===== config.mk =====
export PLATFORM = sky130hd
export DESIGN_NAME = ppal_top
export DESIGN_NICKNAME = d
export VERILOG_FILES = /design/src/ppal_pkg.sv /design/src/ppal_top.sv /design/src/ppal_byte_reg.sv
export VERILOG_INCLUDE_DIRS = /design/src
export SDC_FILE = /design/constraint.sdc
export NUM_CORES = 1
export LEC_CHECK = 0
export BUFFER_PORTS_ARGS = -buffer_cell sky130_fd_sc_hd__buf_2
export CAP_MARGIN = 30
export CORE_UTILIZATION = 45
export CTS_CLUSTER_SIZE = 28
export DETAILED_ROUTE_END_ITERATION = 6
export HOLD_SLACK_MARGIN = 0.06
export SLEW_MARGIN = 20
export SYNTH_ARGS = -nofsm -noshare
export SYNTH_HDL_FRONTEND = slang
export SYNTH_SLANG_ARGS = --single-unit

===== constraint.sdc =====
create_clock -name mclk -period 5.3 [get_ports mclk]
set_input_delay 1.06 -clock mclk [delete_from_list [all_inputs] [get_ports mclk]]
set_output_delay 1.06 -clock mclk [all_outputs]
set_load 0.005 [all_outputs]

===== src/ppal_cfg.svh =====
`ifndef PPAL_CFG_SVH
`define PPAL_CFG_SVH

// ----------------------------------------
// Register indices (byte address = 4 x index)
// ----------------------------------------
`define PPAL_IDX_W          6
`define PPAL_IDX_BYTE0      6'h10
`define PPAL_IDX_BYTE1      6'h11
`define PPAL_IDX_BYTE2      6'h12
`define PPAL_IDX_BYTE3      6'h13
`define PPAL_IDX_BYTE4      6'h14
`define PPAL_IDX_BYTE5      6'h15
`define PPAL_IDX_BYTE6      6'h16
`define PPAL_IDX_BYTE7      6'h17
`define PPAL_IDX_BYTE8      6'h18
`define PPAL_IDX_BYTE9      6'h19
`define PPAL_IDX_BYTE10     6'h1a
`define PPAL_IDX_BYTE11     6'h1b
`define PPAL_IDX_BYTE12     6'h1c
`define PPAL_IDX_BYTE13     6'h1d
`define PPAL_IDX_BYTE14     6'h1e
`define PPAL_IDX_RSVD       6'h1f
`define PPAL_IDX_CTRL       6'h20
`define PPAL_IDX_STATUS     6'h21

// ----------------------------------------
// Reset values
// ----------------------------------------
`define PPAL_RST_BYTE0      8'haa
`define PPAL_RST_BYTE3      8'h7f
`define PPAL_RST_BYTE4      8'h55
`define PPAL_RST_BYTE5      8'hcc
`define PPAL_RST_BYTE7      8'h80
`define PPAL_RST_BYTE11     8'h00
`define PPAL_RST_RSVD       8'h00
`define PPAL_CTRL_RST       32'h000f_0e00

// ----------------------------------------
// Control fields and pattern limits
// ----------------------------------------
`define PPAL_CTRL_MODE_LSB  0
`define PPAL_CTRL_MODE_MSB  1
`define PPAL_CTRL_FLAST_LSB 8
`define PPAL_CTRL_FLAST_MSB 11
`define PPAL_CTRL_BARW_LSB  16
`define PPAL_CTRL_BARW_MSB  23
`define PPAL_CTRL_MASK      32'h00ff_0f03
`define PPAL_NUM_BYTES      15
`define PPAL_LAST_BAR       3'h7
`define PPAL_LAST_FIXED     4'he

`endif


===== src/ppal_pkg.sv =====
package ppal_pkg;

    // Pattern selection written by software
    typedef enum logic [1:0] {
        PPAL_MODE_OFF   = 2'h0,
        PPAL_MODE_BAR   = 2'h1,
        PPAL_MODE_FIXED = 2'h2,
        PPAL_MODE_RSVD  = 2'h3
    } ppal_mode_t;

    // Generator states, Gray along idle -> bar -> fixed
    typedef enum logic [1:0] {
        PPAL_GEN_IDLE  = 2'b00,
        PPAL_GEN_BAR   = 2'b01,
        PPAL_GEN_FIXED = 2'b11
    } ppal_gen_t;

    typedef logic [7:0] ppal_byte_t;

endpackage


===== src/ppal_top.sv =====
// The implementer's own choice: register access over AHB-Lite.
`timescale 1ns/1ps
`include "ppal_cfg.svh"

// What this block does
// [RQ1] Color bar k sends palette byte k
// [RQ2] Fixed pattern emits bytes 0..14 in order (here 0..flast, with flast 14 at reset)
// [RQ3] Bars stop at 7; bytes 8-14 fixed only
// [RQ4] Bytes 3,4,5,7 reset to documented values
// [RQ5] Byte 7 serves bar 7 and eighth byte
// [RQ6] Bytes 0,1 serve bars 0,1 and first two
// [RQ7] Palette writes apply to next bytes, no restart

module ppal_top #(
    parameter int         ADDR_W     = 8,
    parameter logic [7:0] UNSPEC_RST = 8'h00
) (
    input  wire logic                 mclk,
    input  wire logic                 nrst,
    input  wire logic                 hsel,
    input  wire logic [ADDR_W-1:0]    haddr,
    input  wire logic [1:0]           htrans,
    input  wire logic                 hwrite,
    input  wire logic [2:0]           hsize,
    input  wire logic                 hready,
    input  wire logic [31:0]          hwdata,
    output logic      [31:0]          hrdata,
    output logic                      hreadyout,
    output logic                      hresp,
    input  wire logic                 pat_line_start,
    input  wire logic                 pat_ready,
    output logic                      pat_valid,
    output ppal_pkg::ppal_byte_t      pat_byte,
    output ppal_pkg::ppal_mode_t      pat_mode
);
    import ppal_pkg::*;

    // ----------------------------------------
    // Reset table
    // ----------------------------------------
    // Bytes other than 0, 3, 4, 5, 7 and 11 share one parameter.
    function automatic logic [7:0] rst_of(input int i);
        logic [7:0] v;
        v = UNSPEC_RST;
        case (i)
            0:       v = `PPAL_RST_BYTE0;
            3:       v = `PPAL_RST_BYTE3;   // [RQ4]
            4:       v = `PPAL_RST_BYTE4;   // [RQ4]
            5:       v = `PPAL_RST_BYTE5;   // [RQ4]
            7:       v = `PPAL_RST_BYTE7;   // [RQ4] [RQ5]
            11:      v = `PPAL_RST_BYTE11;
            default: v = UNSPEC_RST;
        endcase
        return v;
    endfunction

    // ----------------------------------------
    // Bus slave: address phase capture
    // ----------------------------------------
    logic                   acc;
    logic [`PPAL_IDX_W-1:0] a_idx;
    logic                   wr_pend_reg;
    logic [`PPAL_IDX_W-1:0] wr_idx_reg;
    logic [31:0]            hrdata_reg;
    logic [31:0]            rd_next;

    assign acc   = hsel & hready & htrans[1];
    assign a_idx = haddr[`PPAL_IDX_W+1:2];

    always_ff @(posedge mclk or negedge nrst) begin
        if (!nrst) begin
            wr_pend_reg <= 1'b0;
            wr_idx_reg  <= '0;
        end else if (hready) begin
            wr_pend_reg <= acc & hwrite;
            wr_idx_reg  <= a_idx;
        end
    end

    // Zero wait states and no error response for any address
    assign hreadyout = 1'b1;
    assign hresp     = 1'b0;

    // ----------------------------------------
    // Palette storage
    // ----------------------------------------
    ppal_byte_t palette [`PPAL_NUM_BYTES];

    genvar gi;
    generate
        for (gi = 0; gi < `PPAL_NUM_BYTES; gi++) begin : g_pal
            localparam logic [`PPAL_IDX_W-1:0] IDX =
                `PPAL_IDX_W'(`PPAL_IDX_BYTE0 + gi);
            ppal_byte_reg #(
                .RST(rst_of(gi))
            ) u_byte (
                .mclk  (mclk),
                .nrst  (nrst),
                .we    (wr_pend_reg && (wr_idx_reg == IDX)),
                .wdata (hwdata[7:0]),
                .q     (palette[gi])
            );
        end
    endgenerate

    // ----------------------------------------
    // Control register
    // ----------------------------------------
    logic [31:0] ctrl_reg;
    logic [31:0] ctrl_next;

    assign ctrl_next = hwdata & `PPAL_CTRL_MASK;

    always_ff @(posedge mclk or negedge nrst) begin
        if (!nrst) begin
            ctrl_reg <= `PPAL_CTRL_RST;
        end else if (wr_pend_reg && (wr_idx_reg == `PPAL_IDX_CTRL)) begin
            ctrl_reg <= ctrl_next;
        end
    end

    ppal_mode_t mode_sel;
    logic [3:0] flast_raw;
    logic [3:0] flast;
    logic [7:0] bar_w;

    assign mode_sel  = ppal_mode_t'(ctrl_reg[`PPAL_CTRL_MODE_MSB:`PPAL_CTRL_MODE_LSB]);
    assign flast_raw = ctrl_reg[`PPAL_CTRL_FLAST_MSB:`PPAL_CTRL_FLAST_LSB];
    assign bar_w     = ctrl_reg[`PPAL_CTRL_BARW_MSB:`PPAL_CTRL_BARW_LSB];
    // The reserved slot never joins the fixed pattern
    assign flast     = (flast_raw > `PPAL_LAST_FIXED) ? `PPAL_LAST_FIXED : flast_raw;
    assign pat_mode  = mode_sel;

    // ----------------------------------------
    // Pattern generator
    // ----------------------------------------
    ppal_gen_t  gen_state_reg;
    ppal_gen_t  gen_target;
    logic [2:0] bar_idx_reg;
    logic [7:0] bar_cnt_reg;
    logic [3:0] fix_idx_reg;
    logic       pat_valid_reg;
    ppal_byte_t pat_byte_reg;
    logic       advance;
    logic [2:0] cur_bar;
    logic [7:0] cur_cnt;
    logic [3:0] cur_fix;
    logic       emit_bar;
    logic       emit_fix;

    always_comb begin
        case (mode_sel)
            PPAL_MODE_BAR:   gen_target = PPAL_GEN_BAR;
            PPAL_MODE_FIXED: gen_target = PPAL_GEN_FIXED;
            default:         gen_target = PPAL_GEN_IDLE;
        endcase
    end

    assign advance  = !pat_valid_reg || pat_ready;
    assign emit_bar = advance && (gen_state_reg == PPAL_GEN_BAR) &&
                      (gen_target == PPAL_GEN_BAR);
    assign emit_fix = advance && (gen_state_reg == PPAL_GEN_FIXED) &&
                      (gen_target == PPAL_GEN_FIXED);

    // A line start restarts both sequences at their first byte
    assign cur_bar = pat_line_start ? 3'h0 : bar_idx_reg;
    assign cur_cnt = pat_line_start ? 8'h00 : bar_cnt_reg;
    assign cur_fix = pat_line_start ? 4'h0 : fix_idx_reg;

    // Mode changes always pass through idle so counters restart cleanly
    always_ff @(posedge mclk or negedge nrst) begin
        if (!nrst) begin
            gen_state_reg <= PPAL_GEN_IDLE;
        end else begin
            case (gen_state_reg)
                PPAL_GEN_IDLE: begin
                    gen_state_reg <= gen_target;
                end
                PPAL_GEN_BAR, PPAL_GEN_FIXED: begin
                    if (gen_target != gen_state_reg) begin
                        gen_state_reg <= PPAL_GEN_IDLE;
                    end
                end
                default: begin
                    gen_state_reg <= PPAL_GEN_IDLE;
                end
            endcase
        end
    end

    // Bar position: bar_w + 1 bytes per bar, eight bars then wrap
    always_ff @(posedge mclk or negedge nrst) begin
        if (!nrst) begin
            bar_idx_reg <= 3'h0;
            bar_cnt_reg <= 8'h00;
        end else if (gen_state_reg != PPAL_GEN_BAR) begin
            bar_idx_reg <= 3'h0;
            bar_cnt_reg <= 8'h00;
        end else if (emit_bar) begin
            if (cur_cnt >= bar_w) begin
                bar_cnt_reg <= 8'h00;
                bar_idx_reg <= (cur_bar == `PPAL_LAST_BAR) ? 3'h0 : cur_bar + 3'h1;  // [RQ3]
            end else begin
                bar_cnt_reg <= cur_cnt + 8'h01;
                bar_idx_reg <= cur_bar;
            end
        end else if (pat_line_start) begin
            bar_idx_reg <= 3'h0;
            bar_cnt_reg <= 8'h00;
        end
    end

    // Fixed position: ascending byte index, wrap after the last one
    always_ff @(posedge mclk or negedge nrst) begin
        if (!nrst) begin
            fix_idx_reg <= 4'h0;
        end else if (gen_state_reg != PPAL_GEN_FIXED) begin
            fix_idx_reg <= 4'h0;
        end else if (emit_fix) begin
            fix_idx_reg <= (cur_fix >= flast) ? 4'h0 : cur_fix + 4'h1;  // [RQ2]
        end else if (pat_line_start) begin
            fix_idx_reg <= 4'h0;
        end
    end

    // Palette is read when each byte is issued, so writes land on the next byte
    always_ff @(posedge mclk or negedge nrst) begin
        if (!nrst) begin
            pat_valid_reg <= 1'b0;
            pat_byte_reg  <= 8'h00;
        end else if (emit_bar) begin
            pat_valid_reg <= 1'b1;
            pat_byte_reg  <= palette[cur_bar];  // [RQ1] [RQ3] [RQ5] [RQ6] [RQ7]
        end else if (emit_fix) begin
            pat_valid_reg <= 1'b1;
            pat_byte_reg  <= palette[cur_fix];  // [RQ2] [RQ5] [RQ6] [RQ7]
        end else if (advance) begin
            pat_valid_reg <= 1'b0;
        end
    end

    assign pat_valid = pat_valid_reg;
    assign pat_byte  = pat_byte_reg;

    // ----------------------------------------
    // Read path
    // ----------------------------------------
    logic [31:0] status_word;

    assign status_word = {21'h0, pat_valid_reg, gen_state_reg, fix_idx_reg, 1'b0, bar_idx_reg};

    // A palette or control write in its data phase is forwarded to a read of the same word
    always_comb begin
        rd_next = 32'h0;
        if (a_idx >= `PPAL_IDX_BYTE0 && a_idx < `PPAL_IDX_RSVD) begin
            if (wr_pend_reg && wr_idx_reg == a_idx) begin
                rd_next = {24'h0, hwdata[7:0]};
            end else begin
                rd_next = {24'h0, palette[4'(a_idx - `PPAL_IDX_BYTE0)]};
            end
        end else if (a_idx == `PPAL_IDX_RSVD) begin
            rd_next = {24'h0, `PPAL_RST_RSVD};
        end else if (a_idx == `PPAL_IDX_CTRL) begin
            if (wr_pend_reg && wr_idx_reg == a_idx) begin
                rd_next = ctrl_next;
            end else begin
                rd_next = ctrl_reg;
            end
        end else if (a_idx == `PPAL_IDX_STATUS) begin
            rd_next = status_word;
        end
    end

    always_ff @(posedge mclk or negedge nrst) begin
        if (!nrst) begin
            hrdata_reg <= 32'h0;
        end else if (acc && !hwrite) begin
            hrdata_reg <= rd_next;
        end
    end

    assign hrdata = hrdata_reg;

    // Only word transfers are expected; narrower writes still load the low byte
    logic unused_ok;
    assign unused_ok = &{1'b0, hsize, htrans[0]};

endmodule


===== src/ppal_byte_reg.sv =====
`timescale 1ns/1ps

module ppal_byte_reg #(
    parameter logic [7:0] RST = 8'h00
) (
    input  wire logic       mclk,
    input  wire logic       nrst,
    input  wire logic       we,
    input  wire logic [7:0] wdata,
    output logic      [7:0] q
);

    logic [7:0] q_reg;

    always_ff @(posedge mclk or negedge nrst) begin
        if (!nrst) begin
            q_reg <= RST;
        end else if (we) begin
            q_reg <= wdata;
        end
    end

    assign q = q_reg;

endmodule


==> reports/results.ini <==
[logic_synthesis]
synth_edf_count=0
yosys_warnings=0
synthXorXnorAreaFrac_pct=1.36
synth_compound_area_share_pct=10.7
synth_top_flop_cell=dfrtp_1
ys_seq_area_share_pct=43.1
syn_area_um2=10900
avgSynthCellArea_um2=11.6
ys_types=61
synth_top_family_by_area=multiplexers
async_reset_ff_share_pct=100
synth-simple-area-share_pct=10.1
synth_top_cell_by_area=dfrtp_1
synth.ff_latch_count=187
ys_top_cells_by_area=dfrtp_1, mux2_2, dfstp_2
synth_top_area_share_pct=36.6
synthAdderAreaFrac_pct=2.06
syn_inst=943
synth.mux.area_fraction_pct=28.0

[sta]
slew_violations=0
max_slew.worst_pin.slew_ns=0.999
hold_viol=0
rsz0062_at_grt=no
finalCritPeriodShare_pct=59.7
finalCriticalPeriod_ns=3.16
fin_skew_ns=0.0120
slew_headroom_pct=33.2
fmax_mhz=316
setup_viol=0
fin_setup_tns_ns=0

[floorplanning]
pin_count=97
initial_core_util_pct=46.2
core_area_um2=23700
die_y_um=158
fp.dieArea_um2=24900
std_cell_rows=56
die_w_um=158

[cts]
root_buffer=clkbuf_16
cts_tree=yes
cts_buffers=17
cts_num_sinks=187
cts_resized=0
clk_pin_slew_ns=0.07
clock_path_buffers=2
h-tree-depth=4
insertion_delay_ns=0.44
postCtsSetupRepairBufs=0
holdBufCountCts=0

[final_layout]
fin_cells=1308
largest_reg_flops=120
area_growth_pct=10.4
final_net_count=1045
drive_gt1_share_pct=35.9

[drt]
first_pass_iters=5
drt-total-wl_um=31600
drtIter0Drc=623
vias_per_cell=6.11
vias=7997
drc=0
antenna_left=0
wl_per_cell_um=24.1

[placed_design]
dp_hpwl_um=21000
port-buffer-count=64
gp_congestion=0.874
placedCellCount=1273

[outcome]
status=finished, final reports clean

[setup_path]
crit_type=primary input to register
worstPathMaxFanout=24
crit_buf_inv=2
end_kind=register
cpLargestDelayFamily=simple AND/OR/NAND/NOR gates
cpPeakStageDelay_ns=0.60
crit_path_top_delay_cell=buf_2
required_ns=5.62
cp_cell_sequence=buf_2 -> buf_4 -> nor3b_1 -> nand4b_1 -> nand2_1 -> and3_1 -> or3_1
startpoint_type=primary input
cp.arrival_ns=3.48

[global_route]
grt_pass1_vias=7796
grt_max_degree=98
grtUsageTotal_pct=26.6
grt_overflow=0
grt_pass1_wl_um=48400
grt_antenna_before_repair=1

[hold_path]
hp-class=register to register

[power]
p_leak_nw=5.27
powerDensity_nw_per_um2=309
ir_worst_vdd_uv=146

[job]
max_cap_viol_count=0

cells by family after synthesis:
logic type                 Yosys count
xor gates and xnor gates            17
buffers and inverters              101
DFF                                187
and+or+nand+nor                    203
muxes                              242
AOI/OAI and AO/OA                  173
adders and majority gates           18
other                                2
routing by layer:
metal  wire (um)  vias up  global-route usage (%)
li1            -     3565                       -
met1       14000     4051                    37.2
met2       14300      329                    40.3
met3        2440       52                    5.69
met4         862        0                    10.0
met5           0        -                       0
worst min-delay path, stage by stage, from the launching register on:
cell     delay [ns]
dfrtp_1        0.34
nand2_1        0.05
o21ai_0        0.06
synth_stat cells (9+ instances only):
cell,count
a21oi_1,43
mux4_2,30
nand3_1,12
ha_1,18
o21ai_0,29
nand2b_1,11
nand2_1,59
nor2_1,25
buf_4,24
a21o_1,10
and3_1,10
a221oi_1,22
o211ai_1,9
clkbuf_1,37
xnor2_1,14
dfstp_2,27
dfrtp_1,160
nor2b_1,19
inv_1,18
nand3b_1,12
nand4_1,10
buf_2,16
mux2i_1,47
mux2_2,161
nor2_2,11
final cells by class:
type                            instances  area [um^2]
Tap cell                              319          399
Inverter                               19         71.3
Antenna cell                            1         2.50
Fill cell                            2156        11600
Timing Repair Buffer                   83          492
Multi-Input combinational cell        667         5770
Clock inverter                         13          179
Clock buffer                           19          453
Sequential cell                       187         4710
path summary, 6_finish.rpt:
path	to	cells past startpoint	startpoint	slack (ns)
min	hrdata[16]$_DFFE_PN0P_	2	hrdata[16]$_DFFE_PN0P_	0.47
min reg2reg	hrdata[16]$_DFFE_PN0P_	2	hrdata[16]$_DFFE_PN0P_	0.47
max in group asynchronous	g_pal[4].u_byte.q[3]$_DFFE_PN0P_	2	nrst	3.61
min in group asynchronous	ctrl_reg[22]$_DFFE_PN0P_	1	nrst	0.66
max reg2reg	fix_idx_reg[3]$_DFF_PN0_	7	fix_idx_reg[1]$_DFF_PN0_	2.50
max	hrdata[1]$_DFFE_PN0P_	7	haddr[3]	2.14
through the flow:
| stage | hold WS [ns] | setup slack [ns] | instance area [um^2] | utilization (%) | power (W) |
|---|---|---|---|---|---|
| 6_report | 0.474 | 2.14 | 12100 | 51.0 | 0.00373 |
| 4_1_cts | 0.482 | 2.13 | 12100 | 50.9 | 0.00375 |
| 2_1_floorplan | 0.473 | 2.04 | 11000 | - | 0.00214 |
| 3_3_place_gp | 0.458 | 1.72 | 11400 | 48.2 | 0.00234 |
| 5_1_grt | 0.515 | 1.94 | 12100 | 51.0 | 0.00388 |
| 3_5_place_dp | 0.465 | 1.67 | 11400 | 48.2 | 0.00236 |
cell usage in the layout (no fill, tap or decap), drive strengths merged, types with 7 or more instances in the layout:
master,count
a21o,10
a221oi,22
nor2b,19
mux4,34
nand3,12
mux2,161
nand3b,12
nand2b,11
clkbuf,20
nor3,11
dfstp,27
o21ai,29
and3,10
a211oi,8
a31oi,7
xnor2,14
nand4,10
conb,14
o211ai,9
or3,7
dfrtp,160
a21oi,43
buf,82
nor4,7
nor2,36
nand2,59
inv,25
mux2i,47
a22o,7
ha,18
where the power goes:
part	leakage [nW]	internal, W	switching (W)	total, W
Clock	0.307	0.000782	0.000607	0.00139
Sequential	2.40	0.00160	0.000154	0.00175
Combinational	2.57	0.000291	0.000296	0.000587
Power figures use the tool's default switching activity.
